## src/shared/irt_defs.svh

```systemverilog
// Purpose: offsets, fields, reset values and timing counts for the thermopile sensor block
// Assumes: sys_clk at 250 MHz
// Notes: link clock and data are sampled, not clocked on
`ifndef IRT_DEFS_SVH
`define IRT_DEFS_SVH
`define IRT_PTR_VOLT 8'h00
`define IRT_PTR_TEMP 8'h01
`define IRT_PTR_CFG 8'h02
`define IRT_PTR_MAKER 8'hfe
`define IRT_PTR_PART 8'hff
`define IRT_CFG_RESET 16'h7400
`define IRT_BIT_SWRST 15
`define IRT_MODE_HI 14
`define IRT_MODE_LO 12
`define IRT_RATE_HI 11
`define IRT_RATE_LO 9
`define IRT_BIT_PINEN 8
`define IRT_BIT_DONE 7
`define IRT_MODE_CONT 3'h7
`define IRT_RATE_MAX 3'h4
// one conversion slot per averaged sample: 250 ms of the 4 per second rate
`define IRT_SLOT_MS 250
`define IRT_CLK_KHZ 250000
`define IRT_SLOT_CYCLES (`IRT_SLOT_MS * `IRT_CLK_KHZ)
// conversion busy part of each slot, rest is low-power idle
`define IRT_CONV_US 25000
`define IRT_CONV_CYCLES (`IRT_CONV_US * (`IRT_CLK_KHZ / 1000))
`define IRT_I2C_ADDR_DEF 7'h40
`endif

```

## src/shared/irt_pkg.sv

```systemverilog
// Purpose: types for the thermopile sensor block
// Assumes: nothing
// Notes: one-hot state codes
`default_nettype none
package irt_pkg;
  typedef enum logic [3:0] {
    IRT_CV_OFF = 4'h1,
    IRT_CV_BUSY = 4'h2,
    IRT_CV_IDLE = 4'h4,
    IRT_CV_RSV = 4'h8
  } irt_conv_t;
  typedef enum logic [5:0] {
    IRT_BS_IDLE = 6'h01,
    IRT_BS_ADDR = 6'h02,
    IRT_BS_ACK = 6'h04,
    IRT_BS_RX = 6'h08,
    IRT_BS_TX = 6'h10,
    IRT_BS_MACK = 6'h20
  } irt_bus_t;
endpackage
`default_nettype wire

```

## src/design/irt_link.sv

```systemverilog
// Purpose: two-wire bus slave; pointer byte, 16-bit words MSB first
// Assumes: scl and sda sampled by sys_clk through two flip-flops
// Notes: gives word-level strobes to the register bank
`include "irt_defs.svh"
`default_nettype none
module irt_link (
  input wire logic sys_clk,
  input wire logic reset,
  input wire logic [6:0] dev_addr,
  input wire logic scl_in,
  input wire logic sda_in,
  output logic sda_oe,
  output logic [7:0] ptr,
  output logic wr_word,
  output logic [15:0] wr_data,
  output logic rd_word,
  input wire logic [15:0] rd_data
);
  logic [1:0] scl_s, sda_s;
  logic [6:0] addr_s0, addr_s1;
  logic scl_d, sda_d;
  irt_pkg::irt_bus_t st;
  logic [3:0] bitn;
  logic [7:0] sh;
  logic [1:0] bidx;
  logic rw, hi_done;
  logic [7:0] hi_byte;
  logic [15:0] txw;
  wire scl = scl_s[1];
  wire sda = sda_s[1];
  wire scl_rise = scl & ~scl_d;
  wire scl_fall = ~scl & scl_d;
  wire start_c = scl & scl_d & sda_d & ~sda;
  wire stop_c = scl & scl_d & ~sda_d & sda;
  wire [7:0] rx_byte = {sh[6:0], sda};
  wire addr_hit = sh[7:1] == addr_s1;
  always_ff @(posedge sys_clk) begin
    scl_s <= {scl_s[0], scl_in};
    sda_s <= {sda_s[0], sda_in};
    addr_s0 <= dev_addr;
    addr_s1 <= addr_s0;
    scl_d <= scl;
    sda_d <= sda;
  end
  always_ff @(posedge sys_clk) begin
    wr_word <= 1'b0;
    rd_word <= 1'b0;
    if (reset) begin
      st <= irt_pkg::IRT_BS_IDLE;
      sda_oe <= 1'b0;
      ptr <= 8'h00;
      wr_data <= 16'h0000;
      bitn <= 4'h0;
      sh <= 8'h00;
      bidx <= 2'h0;
      rw <= 1'b0;
      hi_done <= 1'b0;
      hi_byte <= 8'h00;
      txw <= 16'h0000;
    end else if (start_c) begin
      st <= irt_pkg::IRT_BS_ADDR;
      bitn <= 4'h0;
      sda_oe <= 1'b0;
    end else if (stop_c) begin
      st <= irt_pkg::IRT_BS_IDLE;
      sda_oe <= 1'b0;
    end else begin
      unique case (st)
        irt_pkg::IRT_BS_IDLE: sda_oe <= 1'b0;
        irt_pkg::IRT_BS_ADDR, irt_pkg::IRT_BS_RX: begin
          if (scl_rise) begin
            sh <= rx_byte;
            bitn <= bitn + 4'h1;
          end
          if (scl_fall && bitn == 4'h8) begin
            bitn <= 4'h0;
            if (st == irt_pkg::IRT_BS_ADDR) begin
              if (addr_hit) begin
                rw <= sh[0];
                bidx <= 2'h0;
                hi_done <= 1'b0;
                sda_oe <= 1'b1;
                st <= irt_pkg::IRT_BS_ACK;
              end else begin
                st <= irt_pkg::IRT_BS_IDLE;
              end
            end else begin
              sda_oe <= 1'b1;
              st <= irt_pkg::IRT_BS_ACK;
              if (bidx == 2'h0) begin
                ptr <= sh;
              end else if (!hi_done) begin
                hi_byte <= sh;
                hi_done <= 1'b1;
              end else begin
                wr_data <= {hi_byte, sh};
                wr_word <= 1'b1;
                hi_done <= 1'b0;
              end
              if (bidx != 2'h3) begin
                bidx <= bidx + 2'h1;
              end
            end
          end
        end
        irt_pkg::IRT_BS_ACK: begin
          if (scl_fall) begin
            if (rw) begin
              txw <= {rd_data[14:0], 1'b0};
              sda_oe <= ~rd_data[15];
              rd_word <= ~hi_done;
              if (hi_done) begin
                txw <= {txw[14:0], 1'b0};
                sda_oe <= ~txw[15];
              end
              bitn <= 4'h1;
              st <= irt_pkg::IRT_BS_TX;
            end else begin
              sda_oe <= 1'b0;
              st <= irt_pkg::IRT_BS_RX;
            end
          end
        end
        irt_pkg::IRT_BS_TX: begin
          if (scl_fall) begin
            if (bitn == 4'h8) begin
              sda_oe <= 1'b0;
              hi_done <= ~hi_done;
              st <= irt_pkg::IRT_BS_MACK;
            end else begin
              sda_oe <= ~txw[15];
              txw <= {txw[14:0], 1'b0};
              bitn <= bitn + 4'h1;
            end
          end
        end
        irt_pkg::IRT_BS_MACK: begin
          if (scl_rise) begin
            st <= sda ? irt_pkg::IRT_BS_IDLE : irt_pkg::IRT_BS_ACK;
          end
        end
        default: st <= irt_pkg::IRT_BS_IDLE;
      endcase
    end
  end
endmodule
`default_nettype wire

```

## src/design/irt_sensor.sv

```systemverilog
// Purpose: register bank and conversion mode control of the thermopile sensor
// Assumes: converter results arrive as words with a one-cycle strobe
// Notes: bus reaches the registers through the pointer byte
`include "irt_defs.svh"
`default_nettype none
module irt_sensor #(
  parameter int unsigned SLOT_CYCLES = `IRT_SLOT_CYCLES,
  parameter int unsigned CONV_CYCLES = `IRT_CONV_CYCLES,
  parameter logic [15:0] MAKER_CODE = 16'h1234, // arbitrary value
  parameter logic [15:0] PART_CODE = 16'h0042 // arbitrary value
) (
  input wire logic sys_clk,
  input wire logic reset,
  input wire logic [6:0] dev_addr,
  input wire logic scl_in,
  input wire logic sda_in,
  output logic sda_oe,
  output logic sda_out,
  input wire logic adc_done,
  input wire logic [15:0] adc_volt,
  input wire logic [13:0] adc_temp,
  output logic adc_run,
  output logic adc_abort,
  output logic [4:0] adc_avg,
  output logic low_power,
  output logic ready_n_oe,
  output logic ready_n_out
);
  // ******************************
  // bus slave
  // ******************************
  logic [7:0] ptr;
  logic wr_word, rd_word, link_oe;
  logic [15:0] wr_data;
  logic [15:0] rd_data;
  logic soft_rst;
  wire blk_rst = reset | soft_rst;
  irt_link u_link (
    .sys_clk(sys_clk),
    .reset(blk_rst),
    .dev_addr(dev_addr),
    .scl_in(scl_in),
    .sda_in(sda_in),
    .sda_oe(link_oe),
    .ptr(ptr),
    .wr_word(wr_word),
    .wr_data(wr_data),
    .rd_word(rd_word),
    .rd_data(rd_data)
  );

  // ******************************
  // registers
  // ******************************
  logic [15:0] volt;
  logic [13:0] temp;
  logic [2:0] mode;
  logic [2:0] rate;
  logic pin_en;
  logic done_flag;
  irt_pkg::irt_conv_t cst;
  logic [31:0] cnt;
  logic [4:0] smp_left;

  function automatic logic [4:0] avg_of(input logic [2:0] r);
    logic [2:0] e;
    e = (r > `IRT_RATE_MAX) ? `IRT_RATE_MAX : r;
    return 5'(5'h01 << e);
  endfunction

  wire cfg_wr = wr_word && ptr == `IRT_PTR_CFG;
  wire res_rd = rd_word && (ptr == `IRT_PTR_VOLT || ptr == `IRT_PTR_TEMP);
  wire cont_mode = mode == `IRT_MODE_CONT;
  wire [15:0] cfg_word = {1'b0, mode, rate, pin_en, done_flag, 7'h00};
  wire last_smp = adc_done && cst == irt_pkg::IRT_CV_BUSY && smp_left == 5'h01;
  wire [4:0] next_avg = avg_of(rate);

  assign rd_data = (ptr == `IRT_PTR_VOLT) ? volt :
                   (ptr == `IRT_PTR_TEMP) ? {temp, 2'b00} :
                   (ptr == `IRT_PTR_CFG) ? cfg_word :
                   (ptr == `IRT_PTR_MAKER) ? MAKER_CODE :
                   (ptr == `IRT_PTR_PART) ? PART_CODE : 16'h0000;

  always_ff @(posedge sys_clk) begin
    if (reset) begin
      soft_rst <= 1'b0;
    end else begin
      soft_rst <= cfg_wr & wr_data[`IRT_BIT_SWRST];
    end
  end

  always_ff @(posedge sys_clk) begin
    if (blk_rst) begin
      mode <= 3'(`IRT_CFG_RESET >> `IRT_MODE_LO);
      rate <= 3'((`IRT_CFG_RESET >> `IRT_RATE_LO) & 16'h0007);
      pin_en <= 1'b0;
    end else if (cfg_wr) begin
      mode <= wr_data[`IRT_MODE_HI:`IRT_MODE_LO];
      rate <= wr_data[`IRT_RATE_HI:`IRT_RATE_LO];
      pin_en <= wr_data[`IRT_BIT_PINEN];
    end
  end

  always_ff @(posedge sys_clk) begin
    if (blk_rst) begin
      volt <= 16'h0000;
      temp <= 14'h0000;
      done_flag <= 1'b0;
    end else begin
      if (last_smp && cont_mode && !cfg_wr) begin
        volt <= adc_volt;
        temp <= adc_temp;
      end
      if (last_smp && cont_mode && !cfg_wr) begin
        done_flag <= 1'b1;
      end else if (cfg_wr || res_rd) begin
        done_flag <= 1'b0;
      end
    end
  end

  // ******************************
  // conversion sequencer
  // ******************************
  always_ff @(posedge sys_clk) begin
    if (blk_rst) begin
      cst <= irt_pkg::IRT_CV_OFF;
      cnt <= 32'h0;
      smp_left <= 5'h0;
    end else if (!cont_mode) begin
      cst <= irt_pkg::IRT_CV_OFF;
      cnt <= 32'h0;
    end else begin
      unique case (cst)
        irt_pkg::IRT_CV_OFF: begin
          cst <= irt_pkg::IRT_CV_BUSY;
          cnt <= 32'h0;
          smp_left <= next_avg;
        end
        irt_pkg::IRT_CV_BUSY: begin
          cnt <= cnt + 32'h1;
          if (adc_done) begin
            smp_left <= smp_left - 5'h1;
          end
          if (cnt >= 32'(CONV_CYCLES) * 32'(next_avg) || last_smp) begin
            cst <= irt_pkg::IRT_CV_IDLE;
          end
        end
        irt_pkg::IRT_CV_IDLE: begin
          cnt <= cnt + 32'h1;
          if (cnt >= 32'(SLOT_CYCLES) * 32'(next_avg) - 32'h1) begin
            cst <= irt_pkg::IRT_CV_BUSY;
            cnt <= 32'h0;
            smp_left <= next_avg;
          end
        end
        default: cst <= irt_pkg::IRT_CV_OFF;
      endcase
    end
  end

  // ******************************
  // outputs
  // ******************************
  always_ff @(posedge sys_clk) begin
    if (reset) begin
      sda_oe <= 1'b0;
      sda_out <= 1'b0;
      adc_run <= 1'b0;
      adc_abort <= 1'b0;
      adc_avg <= 5'h0;
      low_power <= 1'b1;
      ready_n_oe <= 1'b0;
      ready_n_out <= 1'b0;
    end else begin
      sda_oe <= link_oe;
      sda_out <= 1'b0;
      adc_run <= cst == irt_pkg::IRT_CV_BUSY && cont_mode;
      adc_abort <= cst == irt_pkg::IRT_CV_BUSY && !cont_mode;
      adc_avg <= next_avg;
      low_power <= cst != irt_pkg::IRT_CV_BUSY;
      ready_n_oe <= pin_en & done_flag;
      ready_n_out <= 1'b0;
    end
  end

  // ******************************
  // checks
  // ******************************
  a_swrst_clears: assert property (@(posedge sys_clk) disable iff (reset)
    soft_rst |=> (mode == 3'h7 && rate == 3'h2 && !pin_en && volt == 16'h0 && !done_flag))
    else $error("software reset did not restore registers");
  a_swrst_reads0: assert property (@(posedge sys_clk) disable iff (reset)
    rd_data[15] == 1'b0 || ptr != `IRT_PTR_CFG)
    else $error("reset bit read back as one");
  a_off_no_conv: assert property (@(posedge sys_clk) disable iff (reset)
    (!cont_mode && !blk_rst) |=> cst == irt_pkg::IRT_CV_OFF)
    else $error("conversion kept running in power-down");
  a_volt_hold_off: assert property (@(posedge sys_clk) disable iff (reset)
    (!cont_mode && !blk_rst) |=> $stable(volt))
    else $error("result changed in power-down");
  a_flag_clear_rd: assert property (@(posedge sys_clk) disable iff (reset)
    (res_rd && !last_smp) |=> !done_flag)
    else $error("data ready not cleared by result read");
  a_flag_set_done: assert property (@(posedge sys_clk) disable iff (reset)
    (last_smp && cont_mode && !cfg_wr && !blk_rst) |=> done_flag ##2 (ready_n_oe == pin_en))
    else $error("data ready not raised after conversion");
  a_pin_follows: assert property (@(posedge sys_clk) disable iff (reset)
    ready_n_oe == $past(pin_en & done_flag))
    else $error("ready pin disagrees with flag");
  a_temp_low0: assert property (@(posedge sys_clk) disable iff (reset)
    (ptr == `IRT_PTR_TEMP) |-> rd_data[1:0] == 2'b00)
    else $error("temperature low bits not zero");
  a_unused_zero: assert property (@(posedge sys_clk) disable iff (reset)
    (ptr == `IRT_PTR_CFG) |-> rd_data[6:0] == 7'h00)
    else $error("unused config bits not zero");
  a_ids_fixed: assert property (@(posedge sys_clk) disable iff (reset)
    (ptr == `IRT_PTR_PART) |-> rd_data == PART_CODE)
    else $error("part identity wrong");
  a_maker_fixed: assert property (@(posedge sys_clk) disable iff (reset)
    (ptr == `IRT_PTR_MAKER) |-> rd_data == MAKER_CODE)
    else $error("maker identity wrong");
  a_abort_pulse: assert property (@(posedge sys_clk) disable iff (reset)
    adc_abort |=> !adc_abort)
    else $error("abort held longer than one cycle");
  a_run_not_lp: assert property (@(posedge sys_clk) disable iff (reset)
    adc_run |-> !low_power)
    else $error("low power while converting");
  a_rate_cap: assert property (@(posedge sys_clk) disable iff (reset)
    (rate >= `IRT_RATE_MAX) |-> next_avg == 5'h10)
    else $error("reserved rate not treated as slowest");
  a_temp_store: assert property (@(posedge sys_clk) disable iff (reset)
    (last_smp && cont_mode && !cfg_wr && !blk_rst) |=> temp == $past(adc_temp))
    else $error("temperature result not stored");
  a_flag_clear_wr: assert property (@(posedge sys_clk) disable iff (reset)
    (cfg_wr && !blk_rst) |=> !done_flag)
    else $error("data ready not cleared by config write");
  a_pin_disabled: assert property (@(posedge sys_clk) disable iff (reset)
    !pin_en |=> !ready_n_oe)
    else $error("ready pin driven while disabled");
  a_results_reset: assert property (@(posedge sys_clk) disable iff (reset)
    blk_rst |=> (volt == 16'h0000 && temp == 14'h0000))
    else $error("results not cleared by reset");
endmodule
`default_nettype wire

```

## config.mk

```make
export PLATFORM = sky130hd
export DESIGN_NAME = irt_sensor
export DESIGN_NICKNAME = d
export VERILOG_FILES = /design/src/shared/irt_pkg.sv /design/src/design/irt_link.sv /design/src/design/irt_sensor.sv
export VERILOG_INCLUDE_DIRS = /design/src /design/src/shared
export SDC_FILE = /design/constraint.sdc
export NUM_CORES = 1
export LEC_CHECK = 0
export BUFFER_PORTS_ARGS = -buffer_cell sky130_fd_sc_hd__buf_2
export CORE_MARGIN = 5
export CORE_UTILIZATION = 58
export CTS_BUF_LIST = sky130_fd_sc_hd__clkbuf_8
export CTS_CLUSTER_SIZE = 28
export DETAILED_ROUTE_END_ITERATION = 7
export MAX_ROUTING_LAYER = met4
export PLACE_DENSITY = 0.8
export SLEW_MARGIN = 10
export SYNTH_ARGS = -nofsm -noshare
export SYNTH_HDL_FRONTEND = slang
export SYNTH_HIERARCHICAL = 1
export SYNTH_SLANG_ARGS = --single-unit
```

## constraint.sdc

```tcl
create_clock -name sys_clk -period 5.1 [get_ports sys_clk]
set_input_delay 1.53 -clock sys_clk [delete_from_list [all_inputs] [get_ports sys_clk]]
set_output_delay 1.53 -clock sys_clk [all_outputs]
set_load 0.02 [all_outputs]
```

==> qor.yml, run 1 <==
fin_crit_sh: 0.974
slew_violations: 0
setup_violations: 0
cp_top_family: "adder cells"
critical_path.startpoint_type: "register"
via_per_inst: 5.90
syn2layout_area_growth_pct: 10.8
gp_congestion: 0.993
cts_hold_buf: 0
dieArea_um2: 20700
initial_core_util: 0.585
crit_buf_inv: 4
worstSetupPathType: "register to register"
instances_no_fill: 1482
htree_levels: 4
fin_setup_tns_ps: 0
tightest_slew_ps: 1060
hpwlAfterDp_um: 18600
p_sw_uw: 771
hold_path_startpoint: "u_link/addr_s0[1]"
cts-root-buf: "clkbuf_8"
rows: 49
die-height_um: 144
antenna_found_initial: 0
clock_latency_ps: 460
fmax_mhz: 201
max_slew_margin: 0.291
timing.rr.start: "rate[2]"
p_per_area_nw_per_um2: 245
grt_pass1_wl_um: 40800
required_ps: 5460
firstDrtPassIters: 5
cp_slowest_stage_delay_ps: 430
startpoint: "rate[2]"
power_frac_seq: 0.502
pin_count: 54
pwr-share-clk: 0.383
worstPathCellList: "nand2b_2 -> inv_2 -> buf_4 -> nand2_1 -> inv_2 -> buf_4 -> ha_2 -> nand2b_4 -> fa_1 -> ha_1 -> a31oi_1 -> o22ai_1 -> a21o_1 -> a21oi_1 -> nor3_1 -> nor3b_1 -> ha_1 -> nand4_1 -> nor2_1 -> a2111oi_2 -> o41ai_2 -> and3_1"
ant_nets: 0
grt_pass1_vias: 8185
grt_max_degree: 52
end_kind: "register"
placed_cells: 1447
wl_per_cell_um: 17.2
overflow: 0
clk_pin_slew_worst_paths_ps: 100
min_period_ps: 4970
num_vias: 8740
power_frac_comb: 0.115
p_leak_uw: 0.00507
coreArea_um2: 17800
internal-power_uw: 2050
die_w_um: 144
outcome: "finished, final reports clean"
final_core_util: 0.648
worstPathMaxFanout: 4
cts_tree: "yes"
critPathSlowestCell: "fa_1"
ys_warn_count: 6
hold_viol_final: 0
avgSynthCellArea_um2: 8.78
wl_um: 25500
antenna-diode-count: 0
cts.sinks: 173
max-cap-violations: 0
grt_usage: 0.253
cts.path.max_buffers: 2
dp_slack_ps: -74.0
layout.nets: 1402
hp-class: "register to register"
synth_area_um2: 10400
fill_cells: 1537
numCtsBuffers: 17
layout-drive-gt1-share: 0.160
drt_drc_violations_left: 0
switching_share: 0.274
syn_inst: 1184
portBuffers: 51
drt-initial-drc-count: 749
crit_arrival_ps: 5330
fin_hold_ws_ps: 332
skew_ps: 16.0
setup_ws_ps: 131
ir_drop_mv: 0.272
-- stage by stage --
stage               power (uW)  instance area [um^2]
floorplan                 1670                 10400
CTS                       2800                 11300
finish                    2820                 11500
global route              2930                 11500
detailed placement        1730                 10900
global placement          1730                 10900
-- worst register-to-register path, stage by stage, from the launching register on --
cell	delay, ps
dfxtp_2	340
nand2b_2	210
inv_2	90
buf_4	110
nand2_1	70
inv_2	120
buf_4	140
ha_2	250
nand2b_4	170
fa_1	430
ha_1	390
a31oi_1	220
o22ai_1	100
a21o_1	190
a21oi_1	280
nor3_1	90
nor3b_1	420
ha_1	350
nand4_1	120
nor2_1	70
a2111oi_2	370
o41ai_2	140
and3_1	210
-- per-layer routing --
metal / wire length (um) / up-vias / track usage / share of wire
met3: 1290 / 48 / 0.0483 / 0.051
met1: 12300 / 4170 / 0.348 / 0.48
met2: 11400 / 244 / 0.381 / 0.45
met4: 529 / 0 / 0.0689 / 0.021
li1: - / 4278 / - / -
met5: 0 / - / - / 0
-- what timing repair did --
item / CTS / global route
cloned: 0 / 2
setup buffers: 0 / 2
hold endpoints to repair: 0 / 0
pin swaps: 0 / 10
endpoints found under the setup margin: 34 / 38
resized for setup: 2 / 32
-- sequential cells by signal (all words and copies together), names as in the netlist, 3 cells and up --
| name | cells |
|---|---|
| cst | 3 |
| adc_avg | 5 |
| smp_left | 5 |
| rate | 3 |
| u_link/addr_s1 | 7 |
| temp | 14 |
| u_link/hi_byte | 8 |
| u_link/wr_data | 8 |
| u_link/sh | 8 |
| u_link/st | 6 |
| volt | 16 |
| u_link/txw | 15 |
| u_link/addr_s0 | 7 |
| mode | 3 |
| u_link/ptr | 8 |
| u_link/bitn | 4 |
| cnt | 32 |
-- final timing paths --
kind,end,slack [ps],depth (start not counted)
worst max-delay path,cst[2],130,22
worst min-delay path,u_link/addr_s1[1],330,0
worst max register to register,cst[2],130,22
worst min register to register,u_link/addr_s1[1],330,0
-- cells in the final DEF, fill, tap and decap left out, drive strengths merged, types with 9 or more instances in the layout --
master and n:
nand4 15, xor2 38, o21ai 30, o31ai 9
nor4 12, fa 10, nand2 129, nand2b 15
nor2b 9, a211oi 21, nor3 11, a21oi 84
buf 80, dfxtp 173, conb 9, and4 9
a21o 23, ha 109, xnor2 23, inv 51
nor2 166, and3 13, nand3 24, clkbuf 18
mux2i 62
-- power by group through the flow --
stage	Combinational, uW	Sequential [uW]	Clock (uW)
2_1_floorplan	240	1430	0
3_3_place_gp	288	1440	0
3_5_place_dp	291	1440	0
4_1_cts	292	1410	1090
5_1_grt	354	1420	1160
6_report	325	1410	1080
-- cell type report --
class                   count  area [um^2]  area share
repair buffers             81          514      0.0446
well taps                 229          287      0.0249
clock buffers              17          234      0.0203
clock inverters            14          209      0.0181
multi-input cells         922         6640       0.576
flip-flops and latches    173         3470       0.301
inverters                  46          176      0.0153
Power figures use the tool's default switching activity.
==> inputs of run 2 (changes only) <==
--- a/config.mk
+++ b/config.mk
@@ -17,5 +17,4 @@
 export SLEW_MARGIN = 10
 export SYNTH_ARGS = -nofsm -noshare
 export SYNTH_HDL_FRONTEND = slang
-export SYNTH_HIERARCHICAL = 1
 export SYNTH_SLANG_ARGS = --single-unit
==> run 2 against run 1 <==
Against the previous run:
- non-clock buffer count increased by 13
- worst setup slack got worse by 38 ps
- critical path depth unchanged
- sequential power about the same
- design area decreased by 1.7%
- global-route usage decreased by 0.069 points
- clock power decreased by 6%
- critical endpoint is now cst[1]
==> qor.yml, run 2 <==
outcome: "finished, final reports clean"
largest_register: "cnt"
min_to: "u_link.addr_s1[4]"
cpMostUsedCell: "inv_1"
max-cap-violations: 0  # unchanged
layout-drive-gt1-share: 0.128  # -0.0322
synth_top_family_by_area: "simple AND/OR/NAND/NOR gates"
largest_reg_flops: 32  # unchanged
synth-xor-area-share: 0.0545
layout_commonest_cell: "dfxtp_1"
antenna_found_initial: 0  # unchanged
syn2layout_area_growth_pct: 11.9
cts.sinks: 173  # unchanged
cts_hold_buf: 0  # unchanged
grt_pass1_vias: 8239  # +0.66%
overflow: 0  # unchanged
fin_crit_sh: 0.982  # +0.00739
skew_ps: 14.7  # -1.33 ps
fmax_mhz: 200  # -0.75%
layout_common_cells: "172 x dfxtp_1, 168 x nor2_1, 130 x nand2_1, 103 x ha_1, 86 x a21oi_1"
synth_cell_types: 71
power_frac_seq: 0.509  # +0.007
rows: 48  # -2.0%
cts.path.max_buffers: 2  # unchanged
p_per_area_nw_per_um2: 247  # +0.81%
wl_per_cell_um: 16.7  # -2.9%
synth_compound_area_frac: 0.148
regToRegSetupSlack_ps: 90  # -40 ps
drt_drc_violations_left: 0  # unchanged
avgSynthCellArea_um2: 8.46  # -3.7%
pwr-share-clk: 0.366  # -0.017
critPathSlowestCell: "fa_1"
whs_path_depth: 0  # unchanged
gp_congestion: 1.00  # +1.1%
clock_latency_ps: 470  # about the same
synth_area_um2: 10100  # -2.6%
min_period_ps: 5010  # +37.7 ps
ys_warn_count: 0  # -6
final_core_util: 0.657  # +0.00902
firstDrtPassIters: 6  # +1
die-height_um: 142  # -1.2%
switching_share: 0.275  # +0.00165
yosys.area_share.simple: 0.213
r2r_cells: 22  # unchanged
synth_top_area_frac: 0.342
slew_violations: 0  # unchanged
power_frac_comb: 0.125  # +0.010
synthAdderAreaFrac: 0.151
p_sw_uw: 769  # -0.31%
ir_drop_mv: 0.291  # +6.7%
num_vias: 8847  # +1.2%
portBuffers: 51  # unchanged
required_ps: 5460  # about the same
syn_inst: 1197  # +1.1%
internal-power_uw: 2020  # -1.1%
max_slew_margin: 0.357  # +0.0657
ys_seq_elements: 173
antenna-diode-count: 0  # unchanged
fill_cells: 1388  # -9.7%
top_regs: "cnt (32), volt (16), u_link.txw (15)"
grt_pass1_wl_um: 40200  # -1.4%
numCtsBuffers: 17  # unchanged
timing.rr.start: "rate[2]"
critical_path.startpoint_type: "register"
worstPathCellList: "nand2b_1 -> inv_1 -> nand2_1 -> inv_1 -> ha_4 -> a21oi_2 -> inv_1 -> fa_1 -> buf_4 -> fa_1 -> ha_2 -> o21ai_0 -> nand2b_1 -> a31oi_1 -> xor2_1 -> ha_1 -> a21o_1 -> a211o_1 -> o211ai_1 -> a21oi_1 -> o41a_1 -> a311oi_2"
drt-initial-drc-count: 761  # +1.6%
via_per_inst: 5.88  # -0.26%
cp_slowest_stage_delay_ps: 490  # +60 ps
crit_arrival_ps: 5370  # +40 ps
clk_pin_slew_worst_paths_ps: 90  # about the same
ys_top_cells_by_count: "173 x dfxtp_1, 169 x nor2_1, 130 x nand2_1"
p_leak_uw: 0.00490  # -3.3%
worstPathMaxFanout: 5  # +1
die_w_um: 142  # -1.2%
grt_max_degree: 90  # +73%
pin_count: 54  # unchanged
tightest_slew_ps: 965  # -97.4 ps
worstSetupPathType: "register to register"
wl_um: 25100  # -1.5%
coreArea_um2: 17200  # -3.1%
cts_tree: "yes"
cp_top_family: "compound AO/OA/AOI/OAI gates"
fin_hold_ws_ps: 330  # -2.29 ps
yosysTopAreaCell: "dfxtp_1"
layout.nets: 1424  # +1.6%
ant_nets: 0  # unchanged
yosysSeqAreaShare: 0.342
hold_viol_final: 0  # unchanged
hp-class: "register to register"
synth_area_leaders: "dfxtp_1 34%, ha_1 13%, nor2_1 6.3%, mux2i_1 4.9%, nand2_1 4.8%"
synth_most_common_cell: "dfxtp_1"
crit_buf_inv: 4  # unchanged
async_reset_ff_frac: 0
initial_core_util: 0.587  # +0.00245
grt_usage: 0.252  # -0.000687
hold_path_startpoint: "u_link.addr_s0[4]"
synth-main-ff-cell: "dfxtp_1"
cp.depth: 22  # unchanged
cts-root-buf: "clkbuf_8"
setup_violations: 0  # unchanged
r2r_end: "cst[1]"
synthMuxAreaShare: 0.0494
htree_levels: 4  # unchanged
dieArea_um2: 20200  # -2.5%
synth_edf_count: 0
end_kind: "register"
hpwlAfterDp_um: 18400  # -0.87%
-- run 2: area by class of cell --
class                           instances  area (um^2)  share of cell area
Multi-Input combinational cell        933         6400               0.565
Tap cell                              225          282              0.0249
Clock buffer                           18          248              0.0219
Clock inverter                         14          168              0.0148
Inverter                               47          178              0.0157
Sequential cell                       173         3460               0.306
Timing Repair Buffer                   94          591              0.0521
-- run 2: timing repair --
item | in CTS | in global routing
setup endpoints to repair | 31 | 39
cloned | 0 | 1
gates resized for setup | 2 | 19
pin swaps | 0 | 5
setup buffers | 0 | 5
-- run 2: cell families (layout without fill, tap and decap cells) --
logic type	Yosys count	in the layout
AND/OR/NAND/NOR	462	462
AO/OA/AOI/OAI	230	231
flip-flops	173	173
adder cells (fa/ha/maj)	116	116
buffers and inverters	101	173
XOR/XNOR	63	63
multiplexers	50	50
other	2	11
-- run 2: power groups by stage --
| stage | logic (uW) | registers (uW) | clock network, uW |
|---|---|---|---|
| floorplan | 243 | 1430 | 0 |
| global placement | 294 | 1450 | 0 |
| detailed placement | 303 | 1450 | 0 |
| CTS | 308 | 1420 | 1040 |
| global route | 386 | 1430 | 1100 |
| finish | 349 | 1420 | 1020 |
-- run 2: worst max-delay path by stage --
stage / endpoint / slack (ps) / start
after global placement: cnt[11] / -30 / rate[2]
final: cst[1] / 90 / rate[2]
after global routing: cst[1] / -80 / rate[2]
after detailed placement: cnt[31] / -240 / rate[2]
after floorplan: cst[2] / 40 / rate[2]
after CTS: smp_left[3] / 30 / rate[2]
-- run 2: metal layers --
metal | track usage | part of all wire | vias to the layer above
met5 | - | 0 | -
met4 | 0.0914 | 0.025 | 0
met3 | 0.0343 | 0.066 | 51
met2 | 0.396 | 0.47 | 331
met1 | 0.334 | 0.44 | 4149
li1 | - | - | 4316
-- run 2: metrics by stage --
| step | instances | power [uW] | setup TNS, ps | instance area [um^2] | setup slack [ps] |
|---|---|---|---|---|---|
| after floorplan | 1206 | 1680 | 0 | 10200 | 37.6 |
| after global placement | 1466 | 1740 | -689 | 10700 | -26.4 |
| after detailed placement | 1466 | 1760 | -6030 | 10700 | -241 |
| after CTS | 1498 | 2770 | 0 | 11200 | 28.7 |
| after global routing | 1504 | 2910 | -596 | 11300 | -80.9 |
| final | 1504 | 2790 | 0 | 11300 | 93.7 |
==> inputs of run 3 (changes only) <==
--- a/config.mk
+++ b/config.mk
@@ -7,6 +7,8 @@
 export NUM_CORES = 1
 export LEC_CHECK = 0
 export BUFFER_PORTS_ARGS = -buffer_cell sky130_fd_sc_hd__buf_2
+export CAP_MARGIN = 20
+export CORE_ASPECT_RATIO = 1.1
 export CORE_MARGIN = 5
 export CORE_UTILIZATION = 58
 export CTS_BUF_LIST = sky130_fd_sc_hd__clkbuf_8
==> run 3 against run 2 <==
Against the previous run:
- die area about the same
- clock power down 9%
- count of clock-buffer cells in the layout down 1
- via count down 2.0%
- hold slack better by 6.8 ps
==> qor.yml, run 3 (synthesis results as in run 2) <==
outcome: "finished, final reports clean"
startpoint: "rate[2]"
drt_drc_violations_left: 0  # unchanged
power_frac_seq: 0.526  # +0.017
antenna_found_initial: 0  # unchanged
cts-root-buf: "clkbuf_8"
initial_core_util: 0.593  # +0.00542
largest_register: "cnt"
gp_congestion: 0.964  # -4.0%
switching_share: 0.298  # +0.0223
instances_no_fill: 1495  # -0.60%
setup_violations: 0  # unchanged
finalPower_uw: 2700  # -3.2%
layout-drive-gt1-share: 0.128  # -0.000549
max_slew_margin: 0.270  # -0.0867
portBuffers: 51  # unchanged
grt_max_degree: 66  # -27%
fin_crit_sh: 0.969  # -0.0130
wl_um: 25000  # -0.46%
layout.nets: 1407  # -1.2%
max-cap-violations: 0  # unchanged
hold_path_startpoint: "u_link.addr_s0[4]"
grt_pass1_vias: 8337  # +1.2%
slew_violations: 0  # unchanged
r2r_end: "cnt[26]"
hpwlAfterDp_um: 18600  # +0.85%
crit_arrival_ps: 5300  # -70 ps
clk_pin_slew_worst_paths_ps: 100  # about the same
end_kind: "register"
firstDrtPassIters: 5  # -1
antenna-diode-count: 0  # unchanged
internal-power_uw: 1900  # -6.2%
hp-class: "register to register"
skew_ps: 18.5  # +3.86 ps
regToRegSetupSlack_ps: 160  # +70 ps
clock_latency_ps: 470  # about the same
top_regs: "cnt (32), volt (16), u_link.txw (15)"
htree_levels: 4  # unchanged
pwr-share-clk: 0.342  # -0.024
rows: 50  # +4.2%
hold_viol_final: 0  # unchanged
dpl_cell_area_um2: 10700  # -0.76%
pin_count: 54  # unchanged
critical_path.startpoint_type: "register"
timing.rr.start: "rate[2]"
syn2layout_area_growth_pct: 11.7
power_frac_comb: 0.132  # +0.007
final_area_um2: 11300  # -0.17%
worstPathMaxFanout: 8  # +3
die-height_um: 149  # +4.5%
ir_drop_mv: 0.243  # -16%
dieArea_um2: 20200  # about the same
fmax_mhz: 202  # +1.3%
cts.sinks: 173  # unchanged
num_vias: 8666  # -2.0%
layout_common_cells: "170 x dfxtp_1, 166 x nor2_1, 130 x nand2_1, 99 x ha_1, 86 x a21oi_1"
min_period_ps: 4940  # -66.1 ps
coreArea_um2: 17100  # -0.91%
r2r_cells: 20  # -9.1%
layout_commonest_cell: "dfxtp_1"
drt-initial-drc-count: 648  # -15%
crit_path_end: "cnt[26]"
cts_setup_buffers: 0  # unchanged
ant_nets: 0  # unchanged
overflow: 0  # unchanged
numCtsBuffers: 17  # unchanged
p_leak_uw: 0.00483  # -1.4%
grt_usage: 0.255  # +0.00334
tightest_slew_ps: 1090  # +130 ps
grt_pass1_wl_um: 40600  # +0.88%
p_per_area_nw_per_um2: 239  # -3.1%
placed_cells: 1461  # -0.34%
die_w_um: 136  # -4.3%
cts_tree: "yes"
via_per_inst: 5.80  # -1.5%
worstSetupPathType: "register to register"
largest_reg_flops: 32  # unchanged
wl_per_cell_um: 16.7  # +0.14%
required_ps: 5460  # about the same
cts.path.max_buffers: 2  # unchanged
p_sw_uw: 804  # +4.6%
run 3: cell count changes in the layout (fill, tap and decap cells not counted), moves of 3 or more:
| cell | before | now |
|---|---|---|
| buf_4 | 42 | 22 |
| ha_1 | 103 | 99 |
| bufinv_16 | 3 | 0 |
| ha_4 | 2 | 6 |
| inv_8 | 1 | 5 |
run 3: final cells by class:
class	instances	area, um^2
clock buffer	17	234
clock inverter	14	148
fill	1422	5770
inverter	47	178
multi-input combinational	932	6470
sequential	173	3470
tap	234	293
timing repair buffer	78	513
run 3: repair_timing:
item                       4_1_cts  5_1_grt
hold endpoints to repair         0        0
resized for setup                0       35
hold buffers                     0        0
setup endpoints to repair        0       39
run 3: power by group through the flow:
stage / sequential, uW / combinational [uW] / clock, uW
2_1_floorplan: 1430 / 243 / 0
3_5_place_dp: 1450 / 311 / 0
4_1_cts: 1420 / 312 / 942
6_report: 1420 / 356 / 924
3_3_place_gp: 1450 / 305 / 0
5_1_grt: 1430 / 396 / 1000
run 3: worst min-delay path by stage:
stage,endpoint,depth (start not counted)
2_1_floorplan,u_link.addr_s1[0],0
3_3_place_gp,u_link.sda_s[1],0
3_5_place_dp,u_link.addr_s1[2],0
4_1_cts,u_link.addr_s1[2],0
5_1_grt,u_link.addr_s1[6],0
6_report,u_link.addr_s1[4],0
run 3: per-layer routing:
metal / track usage / vias up / share of wire
li1: - / 4300 / -
met1: 0.307 / 4058 / 0.42
met2: 0.426 / 242 / 0.50
met3: 0.0467 / 66 / 0.044
met4: 0.0998 / 0 / 0.036
met5: - / - / 0
run 3: worst max-delay path, cell delays in order, from the launching register on:
cell and delay [ps]:
dfxtp_4 380, nand2b_1 170, inv_1 80, nand2_1 80
inv_1 170, ha_4 260, fa_1 410, fa_1 370
ha_1 310, and2_1 190, a41oi_2 220, xor2_1 110
ha_1 320, nand4_1 170, nor4_4 360, o2111ai_2 220
and3_1 200, o21a_2 250, o21ai_4 310, clkbuf_16 220
nor2_1 40
run 3: through the flow:
| step | setup TNS (ps) | setup slack [ps] | hold WS (ps) | util |
|---|---|---|---|---|
| after floorplan | 0 | 37.6 | 310 | - |
| after global placement | 0 | 264 | 311 | 0.624 |
| after detailed placement | 0 | 106 | 312 | 0.624 |
| after CTS | 0 | 59.0 | 337 | 0.647 |
| after global routing | -1470 | -76.2 | 346 | 0.662 |
| final | 0 | 160 | 337 | 0.662 |
